<file path="config.mk">
export PLATFORM = sky130hd
export DESIGN_NAME = dst_guard
export DESIGN_NICKNAME = d
export VERILOG_FILES = /design/src/core/dst_pkg.sv /design/src/core/dst_timer.sv /design/src/core/dst_guard.sv
export VERILOG_INCLUDE_DIRS = /design/src /design/src/core
export SDC_FILE = /design/constraint.sdc
export NUM_CORES = 1
export LEC_CHECK = 0
export ABC_AREA = 1
export ABC_CLOCK_PERIOD_IN_PS = 6300
export BUFFER_PORTS_ARGS = -buffer_cell sky130_fd_sc_hd__buf_2
export CORE_ASPECT_RATIO = 0.75
export CORE_MARGIN = 10
export CORE_UTILIZATION = 60
export CTS_BUF_LIST = sky130_fd_sc_hd__clkbuf_8
export DETAILED_ROUTE_END_ITERATION = 7
export PLACE_DENSITY = 0.78
export SKIP_LAST_GASP = 1
export SYNTH_ARGS = -nofsm -noshare
export SYNTH_HDL_FRONTEND = slang
export SYNTH_SLANG_ARGS = --single-unit
</file>
<file path="constraint.sdc">
create_clock -name mclk -period 6.3 [get_ports mclk]
set_clock_uncertainty 0.2 [all_clocks]
set_input_delay 0.63 -clock mclk [delete_from_list [all_inputs] [get_ports mclk]]
set_output_delay 0.63 -clock mclk [all_outputs]
set_load 0.02 [all_outputs]
</file>
<file path="src/core/dst_map.svh">
// Timing constants for the rank state-exit guard
`ifndef DST_MAP_SVH
`define DST_MAP_SVH

`define DST_CK_PS          100000
`define DST_NS2CK(ns)      ((((ns) * 1000) + `DST_CK_PS - 1) / `DST_CK_PS)
`define DST_MAX(a, b)      (((a) > (b)) ? (a) : (b))
`define DST_ZQINIT_NCK     1024
`define DST_ZQOPER_NCK     512
`define DST_ZQCS_NCK       128
`define DST_XPR_NCK        5
`define DST_XPR_ADD_NS     10
`define DST_XS_ADD_NS      10
`define DST_CKV_NCK        5
`define DST_CKV_NS         10
`define DST_CKE_NCK        3
`define DST_CKE_NS         5
`define DST_CKESR_ADD_NCK  1
`define DST_CPDED_NCK      4
`define DST_XP_NCK         4
`define DST_XP_NS          6
`define DST_TMR_W          12
`define DST_TMR_N          7
`define DST_T_BUSY         0
`define DST_T_NODLL        1
`define DST_T_FAST         2
`define DST_T_DLL          3
`define DST_T_CKE          4
`define DST_T_AFTER        5
`define DST_T_BEFORE       6

`endif

</file>
<file path="src/core/dst_pkg.sv">
// Types shared by the rank state-exit guard
package dst_pkg;

    typedef enum logic [3:0] {
        DST_CMD_NOP      = 4'h0,
        DST_CMD_ZQCL     = 4'h1,
        DST_CMD_ZQCS     = 4'h2,
        DST_CMD_MRS_FAST = 4'h3,
        DST_CMD_NODLL    = 4'h4,
        DST_CMD_DLL      = 4'h5,
        DST_CMD_SRE      = 4'h6,
        DST_CMD_SRX      = 4'h7,
        DST_CMD_PDE      = 4'h8,
        DST_CMD_PDX      = 4'h9,
        DST_CMD_MPSME    = 4'ha,
        DST_CMD_MPSMX    = 4'hb,
        DST_CMD_RSTX     = 4'hc
    } dst_cmd_t;

    typedef enum logic [2:0] {
        DST_ST_RESET = 3'h0,
        DST_ST_IDLE  = 3'h1,
        DST_ST_SR    = 3'h3,
        DST_ST_MPSM  = 3'h2,
        DST_ST_PD    = 3'h6
    } dst_rank_t;

    typedef struct packed {
        dst_rank_t pstate;
        logic      ck_en;
        logic      cke;
        logic      booted;
        logic      first_zq;
        dst_cmd_t  cmd_out;
        logic      cmd_stb;
    } dst_state_t;

endpackage

</file>
<file path="src/core/dst_timer.sv">
// Countdown interval timer that never shortens a pending interval
`timescale 1ns/1ps
module dst_timer #(
    parameter int W = 12
) (
    input  wire logic         mclk,
    input  wire logic         rst_n,
    input  wire logic         load,
    input  wire logic [W-1:0] value,
    output logic              done,
    output logic [W-1:0]      remain
);

    typedef struct packed {
        logic [W-1:0] cnt;
    } dst_tmr_t;

    dst_tmr_t st_reg;
    dst_tmr_t st_next;

    if (W < 2) begin : g_chk
        $error("dst_timer width too small");
    end

    always_comb begin
        st_next = st_reg;
        if (st_reg.cnt != '0) begin
            st_next.cnt = st_reg.cnt - 1'b1;
        end
        // The longer of the running and the new interval wins
        if (load && (value > st_next.cnt)) begin
            st_next.cnt = value;
        end
    end

    always_ff @(posedge mclk or negedge rst_n) begin
        if (!rst_n) begin
            st_reg <= '0;
        end else begin
            st_reg <= st_next;
        end
    end

    assign done   = (st_reg.cnt == '0);
    assign remain = st_reg.cnt;

endmodule

</file>
<file path="src/core/dst_guard.sv">
// Rank command gate enforcing calibration and state-exit intervals
// Summary of operation
// - After reset exit, first long calibration blocks all commands except NOP 1024 cycles.
// - Long calibration in normal operation blocks the rank for 512 cycles.
// - Short calibration blocks the rank for 128 cycles.
// - After CKE rises out of reset, wait max(5 cycles, tRFC+10ns).
// - After self refresh exit, non-DLL commands wait tRFC+10ns.
// - With self refresh abort, non-DLL commands wait tRFC4+10ns.
// - Calibration and fast mode writes may follow exit after tRFC4+10ns.
// - DLL commands after self refresh exit wait the DLL lock time.
// - CKE stays low tCKE+1 cycle in self refresh, plus PL with parity.
// - Clock stays valid max(5 cycles,10ns) after entry, plus PL with parity.
// - Clock valid max(5 cycles,10ns) before self refresh, power-down, reset exit.
// - Clock stays valid tMOD+tCPDED after power saving mode entry.
// - Clock valid before power saving exit as long as before self refresh exit.
// - Non-DLL commands after power saving exit wait the self refresh exit delay.
// - DLL commands after power saving exit wait that delay plus DLL lock.
// - Command path disable delay counts at least 4 cycles.
// - Minimum CKE pulse width is max(3 cycles, 5ns).
`timescale 1ns/1ps
`include "dst_map.svh"
module dst_guard #(
    parameter int RFC_NS   = 550,
    parameter int RFC4_NS  = 160,
    parameter int DLLK_NCK = 768,
    parameter int MOD_NCK  = 24,
    parameter int PL_NCK   = 4,
    parameter int W        = `DST_TMR_W
) (
    input  wire logic              mclk,
    input  wire logic              rst_n,
    input  wire logic              cmd_valid,
    input  wire dst_pkg::dst_cmd_t cmd_kind,
    output logic                   cmd_ready,
    input  wire logic              ck_stop_req,
    input  wire logic              par_en,
    input  wire logic              sr_abort,
    output logic                   ddr_ck_en,
    output logic                   ddr_cke,
    output dst_pkg::dst_cmd_t      ddr_cmd,
    output logic                   ddr_cmd_stb,
    output dst_pkg::dst_rank_t     rank_state,
    output logic [`DST_TMR_N-1:0]  tmr_running
);

    localparam int N = `DST_TMR_N;

    // Cycle counts, least times rounded up
    localparam int XPR_C =
        `DST_MAX(`DST_XPR_NCK, `DST_NS2CK(RFC_NS + `DST_XPR_ADD_NS));
    localparam int XS_C = `DST_NS2CK(RFC_NS + `DST_XS_ADD_NS);
    localparam int XS4_C = `DST_NS2CK(RFC4_NS + `DST_XS_ADD_NS);
    localparam int CKV_C =
        `DST_MAX(`DST_CKV_NCK, `DST_NS2CK(`DST_CKV_NS));
    localparam int CKE_C =
        `DST_MAX(`DST_CKE_NCK, `DST_NS2CK(`DST_CKE_NS));
    localparam int CKESR_C = CKE_C + `DST_CKESR_ADD_NCK;
    localparam int MPE_C = MOD_NCK + `DST_CPDED_NCK;
    localparam int XMPDLL_C = XS_C + DLLK_NCK;
    localparam int XP_C = `DST_MAX(`DST_XP_NCK, `DST_NS2CK(`DST_XP_NS));

    if (XMPDLL_C >= (1 << W) || `DST_ZQINIT_NCK >= (1 << W) ||
        CKE_C + PL_NCK + 1 >= (1 << W) || MPE_C >= (1 << W)) begin : g_chk
        $error("dst_guard timer width too small for the intervals");
    end

    if (RFC_NS < 1 || RFC4_NS < 1 || DLLK_NCK < 1 || MOD_NCK < 1 ||
        PL_NCK < 0) begin : g_par_chk
        $error("dst_guard timing parameters out of range");
    end

    logic                 rst_s1_reg;
    logic                 rst_s2_reg;
    logic                 rst_int_n;
    dst_pkg::dst_state_t  st_reg;
    dst_pkg::dst_state_t  st_next;
    logic [N-1:0]         ld;
    logic [N-1:0][W-1:0]  val;
    logic [N-1:0]         done;
    logic                 accept;
    logic                 asleep;
    logic [W-1:0]         pl_add;

    function automatic logic [W-1:0] cyc(input int n);
        return W'(n);
    endfunction

    // Readiness of a command class in the present rank state
    function automatic logic dst_ok(
        input dst_pkg::dst_cmd_t  k,
        input dst_pkg::dst_rank_t s,
        input logic [N-1:0]       d,
        input logic               fz,
        input logic               ck
    );
        logic idle_ok;
        logic r;
        idle_ok = ck && (s == dst_pkg::DST_ST_IDLE) && d[`DST_T_BUSY];
        r = 1'b0;
        case (k)
            dst_pkg::DST_CMD_NOP: begin
                r = ck;
            end
            dst_pkg::DST_CMD_ZQCL, dst_pkg::DST_CMD_ZQCS,
            dst_pkg::DST_CMD_MRS_FAST: begin
                r = idle_ok && d[`DST_T_FAST] &&
                    (!fz || k == dst_pkg::DST_CMD_ZQCL);
            end
            dst_pkg::DST_CMD_NODLL, dst_pkg::DST_CMD_SRE,
            dst_pkg::DST_CMD_PDE, dst_pkg::DST_CMD_MPSME: begin
                r = idle_ok && !fz && d[`DST_T_NODLL];
            end
            dst_pkg::DST_CMD_DLL: begin
                r = idle_ok && !fz && d[`DST_T_NODLL] &&
                    d[`DST_T_DLL];
            end
            dst_pkg::DST_CMD_SRX: begin
                r = ck && (s == dst_pkg::DST_ST_SR) &&
                    d[`DST_T_BEFORE] && d[`DST_T_CKE];
            end
            dst_pkg::DST_CMD_PDX: begin
                r = ck && (s == dst_pkg::DST_ST_PD) &&
                    d[`DST_T_BEFORE] && d[`DST_T_CKE];
            end
            dst_pkg::DST_CMD_MPSMX: begin
                r = ck && (s == dst_pkg::DST_ST_MPSM) &&
                    d[`DST_T_BEFORE];
            end
            dst_pkg::DST_CMD_RSTX: begin
                r = ck && (s == dst_pkg::DST_ST_RESET) &&
                    d[`DST_T_BEFORE];
            end
            default: begin
                r = 1'b0;
            end
        endcase
        return r;
    endfunction

    // Reset release through two flip-flops
    always_ff @(posedge mclk or negedge rst_n) begin
        if (!rst_n) begin
            rst_s1_reg <= 1'b0;
            rst_s2_reg <= 1'b0;
        end else begin
            rst_s1_reg <= 1'b1;
            rst_s2_reg <= rst_s1_reg;
        end
    end
    assign rst_int_n = rst_s2_reg;

    // One timer per interval class
    for (genvar i = 0; i < N; i++) begin : g_tmr
        dst_timer #(
            .W(W)
        ) u_tmr (
            .mclk   (mclk),
            .rst_n  (rst_int_n),
            .load   (ld[i]),
            .value  (val[i]),
            .done   (done[i]),
            .remain ()
        );
    end

    assign asleep = (st_reg.pstate == dst_pkg::DST_ST_SR) ||
                    (st_reg.pstate == dst_pkg::DST_ST_PD) ||
                    (st_reg.pstate == dst_pkg::DST_ST_MPSM);
    assign cmd_ready = dst_ok(cmd_kind, st_reg.pstate, done,
                              st_reg.first_zq, st_reg.ck_en);
    assign accept = cmd_valid && cmd_ready;
    assign pl_add = par_en ? cyc(PL_NCK) : '0;

    always_comb begin
        st_next         = st_reg;
        st_next.cmd_stb = 1'b0;
        ld              = '0;
        val             = '0;
        // Clock counts as valid from the first cycle after reset
        if (!st_reg.booted) begin
            st_next.booted   = 1'b1;
            ld[`DST_T_BEFORE]  = 1'b1;
            val[`DST_T_BEFORE] = cyc(CKV_C);
        end
        // Clock may stop only asleep and after the post-entry window
        if (ck_stop_req && st_reg.ck_en && asleep &&
            done[`DST_T_AFTER] && !accept) begin
            st_next.ck_en = 1'b0;
        end else if (!ck_stop_req && !st_reg.ck_en) begin
            st_next.ck_en      = 1'b1;
            ld[`DST_T_BEFORE]  = 1'b1;
            val[`DST_T_BEFORE] = cyc(CKV_C);
        end
        if (accept) begin
            st_next.cmd_out = cmd_kind;
            st_next.cmd_stb = 1'b1;
            case (cmd_kind)
                dst_pkg::DST_CMD_ZQCL: begin
                    ld[`DST_T_BUSY] = 1'b1;
                    if (st_reg.first_zq) begin
                        val[`DST_T_BUSY] = cyc(`DST_ZQINIT_NCK);
                    end else begin
                        val[`DST_T_BUSY] = cyc(`DST_ZQOPER_NCK);
                    end
                    st_next.first_zq = 1'b0;
                end
                dst_pkg::DST_CMD_ZQCS: begin
                    ld[`DST_T_BUSY]  = 1'b1;
                    val[`DST_T_BUSY] = cyc(`DST_ZQCS_NCK);
                end
                dst_pkg::DST_CMD_SRE: begin
                    st_next.pstate    = dst_pkg::DST_ST_SR;
                    st_next.cke       = 1'b0;
                    ld[`DST_T_AFTER]  = 1'b1;
                    val[`DST_T_AFTER] = cyc(CKV_C) + pl_add;
                    ld[`DST_T_CKE]    = 1'b1;
                    val[`DST_T_CKE]   = cyc(CKESR_C) + pl_add;
                end
                dst_pkg::DST_CMD_PDE: begin
                    st_next.pstate    = dst_pkg::DST_ST_PD;
                    st_next.cke       = 1'b0;
                    ld[`DST_T_AFTER]  = 1'b1;
                    val[`DST_T_AFTER] = cyc(CKV_C) + pl_add;
                    ld[`DST_T_CKE]    = 1'b1;
                    val[`DST_T_CKE]   = cyc(CKE_C);
                end
                dst_pkg::DST_CMD_MPSME: begin
                    st_next.pstate    = dst_pkg::DST_ST_MPSM;
                    ld[`DST_T_AFTER]  = 1'b1;
                    val[`DST_T_AFTER] = cyc(MPE_C);
                end
                dst_pkg::DST_CMD_SRX: begin
                    st_next.pstate = dst_pkg::DST_ST_IDLE;
                    st_next.cke    = 1'b1;
                    ld[`DST_T_NODLL] = 1'b1;
                    if (sr_abort) begin
                        val[`DST_T_NODLL] = cyc(XS4_C);
                    end else begin
                        val[`DST_T_NODLL] = cyc(XS_C);
                    end
                    ld[`DST_T_FAST]  = 1'b1;
                    val[`DST_T_FAST] = cyc(XS4_C);
                    ld[`DST_T_DLL]   = 1'b1;
                    val[`DST_T_DLL]  = cyc(DLLK_NCK);
                end
                dst_pkg::DST_CMD_MPSMX: begin
                    st_next.pstate    = dst_pkg::DST_ST_IDLE;
                    st_next.cke       = 1'b1;
                    ld[`DST_T_NODLL]  = 1'b1;
                    val[`DST_T_NODLL] = cyc(XS_C);
                    ld[`DST_T_FAST]   = 1'b1;
                    val[`DST_T_FAST]  = cyc(XS_C);
                    ld[`DST_T_DLL]    = 1'b1;
                    val[`DST_T_DLL]   = cyc(XMPDLL_C);
                end
                dst_pkg::DST_CMD_PDX: begin
                    st_next.pstate   = dst_pkg::DST_ST_IDLE;
                    st_next.cke      = 1'b1;
                    ld[`DST_T_BUSY]  = 1'b1;
                    val[`DST_T_BUSY] = cyc(XP_C);
                end
                dst_pkg::DST_CMD_RSTX: begin
                    st_next.pstate   = dst_pkg::DST_ST_IDLE;
                    st_next.cke      = 1'b1;
                    st_next.first_zq = 1'b1;
                    ld[`DST_T_BUSY]  = 1'b1;
                    val[`DST_T_BUSY] = cyc(XPR_C);
                end
                default: begin
                    st_next.pstate = st_reg.pstate;
                end
            endcase
        end
    end

    always_ff @(posedge mclk or negedge rst_int_n) begin
        if (!rst_int_n) begin
            st_reg.pstate   <= dst_pkg::DST_ST_RESET;
            st_reg.ck_en    <= 1'b1;
            st_reg.cke      <= 1'b0;
            st_reg.booted   <= 1'b0;
            st_reg.first_zq <= 1'b1;
            st_reg.cmd_out  <= dst_pkg::DST_CMD_NOP;
            st_reg.cmd_stb  <= 1'b0;
        end else begin
            st_reg <= st_next;
        end
    end

    assign ddr_ck_en   = st_reg.ck_en;
    assign ddr_cke     = st_reg.cke;
    assign ddr_cmd     = st_reg.cmd_out;
    assign ddr_cmd_stb = st_reg.cmd_stb;
    assign rank_state  = st_reg.pstate;

    for (genvar j = 0; j < N; j++) begin : g_run
        assign tmr_running[j] = !done[j];
    end

endmodule

</file>
; Yosys cells after proc, flatten, opt, wreduce, memory -nomap -nowiden
; Index checks and enable logic that the tools add are counted.
[totals]
wordCells = 162
reg_bits = 98
[classes]
eq_ne = 16
n_addsub = 9
mux = 40
n_lt_le_gt_ge = 7
n_reduce_logical = 74
[op_table]
columns = operator, n
row1 = two-way mux 12 bit, 16
row2 = logical NOT 12 bit, 7
row3 = nonzero test 12 bit, 7
row4 = "subtractor 12 x 1 -> 12 bit, second input constant", 7
row5 = greater-than comparator 12 bit, 6
row6 = one-hot mux 34 bit (2 select lines), 1
row7 = two-way mux 65 bit, 1
row8 = one-hot mux 12 bit (4 select lines), 1
row9 = logical AND 1 bit, 30
row10 = "equality test 4 bit, second input constant", 5
row11 = "equality test 4 x 3 -> 1 bit, second input constant", 4
row12 = greater-than comparator 5 x 12 -> 1 bit, 1
row13 = two-way mux 3 bit, 4
row14 = one-hot mux 3 bit (4 select lines), 1
row15 = OR reduction 4 bit, 3
row16 = logical NOT 1 bit, 11
row17 = two-way mux 11 bit, 1
row18 = one-hot mux 5 bit (2 select lines), 1
row19 = two-way mux 1 bit, 9
row20 = "adder 3 x 3 -> 4 bit, first input constant", 2
row21 = "equality test 4 x 2 -> 1 bit, second input constant", 2
row22 = one-hot mux 1 bit (8 select lines), 1
row23 = one-hot mux 4 bit (2 select lines), 1
row24 = "equality test 3 x 2 -> 1 bit, second input constant", 2
row25 = 13 further kinds, 22

; Logic depth before layout (Yosys ltp)
[logic_depth]
ltp_word = 14
mapped_depth = 24
depth_no_buf = 24

; Hierarchy
; Synthesis repeated with hierarchy kept, for this count alone.
[hier_totals]
hier_cells = 1532
hier_area_um2 = 9887.0
[modules_own_cells]
columns = module, instances, cells_each, area_each_um2
row1 = dst_timer, 7, 196, 1263.7
row2 = dst_guard, 1, 160, 1041.0

; Worst setup path after synthesis
; No wires, ideal clock.
[synth_timing]
path_kind = input to register
from = input cmd_kind[2]
to = register g_tmr[5].u_tmr.st_reg (netlist bit g_tmr[5].u_tmr.remain[0])
arrival_time_ns = 2.801
path_stages = 22
required_time_ns = 5.971
n_path_buf = 0
slack_ns = 3.170
path_cell_list = inv_2 -> nand2_1 -> nor2_1 -> a21oi_1 -> nand3_1 -> nand2_1 -> nand2_1 -> nand3_2 -> nand2_4 -> nor2_1 -> nor2_1 -> o21ai_0 -> ha_1 -> nand2_1 -> nor2_1 -> nand2_1 -> nand2_1 -> nand3_1 -> nand2_1 -> nand3_2 -> nand2_1 -> o21ai_0
[synth_rtl]
columns = item, line
row1 = start: declaration, dst_guard.sv:33  ; input wire dst_pkg::dst_cmd_t cmd_kind,
row2 = end signal: assignment, dst_timer.sv:40  ; st_reg <= st_next;
row3 = end: declaration, dst_timer.sv:18  ; dst_tmr_t st_reg;

==> reports/metrics.yaml <==
timing:
  setup_viol: 0
  fmax_mhz: 258.1
  tns_ns: 0
  hold_violations: 0
  tightest_slew_ns: 0.6630
  rsz0062_at_grt: "no"
  slew_viol_final: 0
  fin_crit_ns: 3.875
  min_period_over_period: 0.6151
  slew_headroom: 0.5580
  whs_ns: 0.1292
grt:
  grt_max_degree: 53
  grt_pass1_wl_um: 24760
  antenna_found_initial: 0
  grt.overflow.total: 0
  grt_pass1_vias: 5300
  track_usage: 0.1865
logic_synthesis:
  ys_warn_count: 0
  yosys-top-cells-count: "204 x nand2_1, 159 x inv_1, 122 x nor2_1, 96 x dfrtp_1, 58 x nand3_1"
  synth_top_area_share: 0.3638
  synth_seq_cells: 98
  yosysMostFrequentCell: "nand2_1"
  synth_area_mm2: 0.006604
  yosysSeqAreaShare: 0.3717
  synthFlopType: "dfrtp_1"
  synthDistinctLibCells: 44
  avgSynthCellArea_um2: 7.170
  async_reset_ff_frac: 1.000
  ys_top_cells_by_area: "dfrtp_1 36%, nand2_1 12%, inv_1 9.0%, nor2_1 6.9%, ha_1 5.9%"
  synth.largest_area_cell: "dfrtp_1"
  synth_edf_count: 0
  syn_inst: 921
place:
  dpl.cell_count: 1078
  gp_congestion: 0.9087
  placed_area_mm2: 0.006847
  portBuffers: 27
  post-dp-hpwl_um: 10960
route:
  wl_um: 14190
  dr.first_iter.drc_count: 506
  vias: 5670
  post_drt_wl_per_cell_um: 12.97
  drc: 0
  ant_nets: 0
  firstDrtPassIters: 5
  drt-vias-per-instance: 5.183
clock_tree:
  cts.repair.resized: 0
  cts_htree_levels: 3
  cts_tree: "yes"
  root_buffer: "clkbuf_8"
  clk_path_buf_depth: 2
  numCtsBuffers: 9
  clkTransAtPathRegs_ns: 0.09
  cts_sinks: 98
  worst_skew_pair.late_latency_ns: 0.37
critical_path:
  end_kind: "flop"
  arrival_ns: 3.95
  path_class: "flop to flop"
  required_ns: 6.37
  path_max_fanout: 19
  worstSetupStartpointType: "flop"
power_and_ir_drop:
  p_per_area_mw_per_mm2: 164.4
  power_uw: 1158
  p_leak_uw: 0.003580
  vdd_drop_max_uv: 99.54
final_layout:
  fin_nets: 991
  diodes: 0
  design_area_mm2: 0.007042
  largest_reg_flops: 84
  syn_to_final_growth_pct: 6.631
  drive_gt1_frac: 0.09015
  fin_cells: 1094
floorplan:
  start_util: 0.6081
  dieArea_mm2: 0.01565
  pin_count: 28
  fp.dieH_um: 110.9
  core_area_mm2: 0.01086
  die_w_um: 141.1
  rows: 33
worst_hold_path:
  hold_class: "flop to asynchronous set/reset pin"
run_status:
  outcome: "complete, no violations"
job:
  drv_cap: 0
-- worst paths after layout --
check                                                   startpoint                                 end  slack (ns)  depth (start not counted)
worst min-delay path                           rst_int_n$_DFF_PN0_  g_tmr[4].u_tmr.remain[8]$_DFF_PN0_        0.13                          0
max in group asynchronous                      rst_int_n$_DFF_PN0_  g_tmr[2].u_tmr.remain[5]$_DFF_PN0_        4.70                          1
worst max register to register  g_tmr[2].u_tmr.remain[0]$_DFF_PN0_  g_tmr[5].u_tmr.remain[3]$_DFF_PN0_        2.43                         23
min in group mclk                             rst_s1_reg$_DFF_PN0_                 rst_int_n$_DFF_PN0_        0.16                          0
worst max-delay path            g_tmr[2].u_tmr.remain[0]$_DFF_PN0_  g_tmr[5].u_tmr.remain[3]$_DFF_PN0_        2.43                         23
worst min register to register                 rst_int_n$_DFF_PN0_  g_tmr[4].u_tmr.remain[8]$_DFF_PN0_        0.13                          0
-- cell usage in the layout (no fill, tap or decap), types with 2 or more instances in the layout --
cell,n
nor2_2,9
nor3b_1,2
conb_1,2
buf_2,27
a31oi_1,3
dfstp_2,2
nand2_4,3
nor3_2,2
a21oi_1,26
dfrtp_1,95
xor2_1,31
o21ai_1,6
clkbuf_8,10
clkinv_2,2
nand4_1,28
nor2_1,122
o21ai_2,2
nand2_1,204
nor2_4,4
nand3_1,58
inv_1,161
nand2_2,4
inv_2,4
o21ai_0,47
xnor2_1,11
nand3_2,5
a21boi_0,3
nor3_1,27
a31o_2,2
inv_4,2
o21bai_1,4
ha_1,31
-- repair_timing --
| item | CTS | global route |
|---|---|---|
| setup endpoints to repair | 0 | 0 |
| hold buffers | 1 | 0 |
| endpoints found under the hold margin | 2 | 0 |
| setup buffers | 0 | 0 |
-- per-layer routing --
layer | part of all wire | global-route usage | wire (um)
met5 | 0 | 0 | 0
met4 | 0.014 | 0.04670 | 194
met3 | 0.051 | 0.03767 | 724
met2 | 0.42 | 0.2715 | 5981
met1 | 0.51 | 0.2740 | 7287
-- area by class of cell --
type,count,area (um^2)
multi-input combinational,646,3442
tap,140,175.2
sequential,98,2459
timing repair buffer,29,152.6
clock buffer,10,137.6
inverter,166,628.1
clock inverter,5,47.55
fill,954,3817
-- worst max-delay path: stages (launching register included) --
cell,delay (ns)
dfrtp_1,0.39
inv_1,0.18
ha_1,0.19
inv_1,0.04
nor3_1,0.13
nand3_1,0.42
nor2_1,0.21
nand2_1,0.07
nand2_1,0.06
nand2_1,0.05
nand3_2,0.11
nand2_4,0.15
nor2_1,0.27
nor2_1,0.12
o21ai_0,0.23
ha_1,0.18
nand2_1,0.06
nor2_1,0.08
nand2_1,0.05
nand2_1,0.05
nand3_1,0.07
nand2_1,0.10
nand3_2,0.13
o21ai_0,0.23
-- report_power, final --
part | internal [uW] | switching, uW
logic | 28.7 | 64.1
clock network | 188 | 209
registers | 645 | 22.8
-- cells by family after synthesis --
logic type | share of synthesized area
and+or+nand+nor | 0.3217
DFF | 0.3717
other | 0.0005679
xor gates and xnor gates | 0.05570
buffers and inverters | 0.1076
AOI/OAI and AO/OA | 0.08394
adders and majority gates | 0.05873
-- metrics by stage --
stage,worst slack [ns],util
after floorplan,3.170,-
after global routing,1.928,0.6485
final,2.425,0.6485
after global placement,2.766,0.6305
after CTS,2.449,0.6485
after detailed placement,2.497,0.6305
Note: power is estimated with default switching activity, not from simulation.
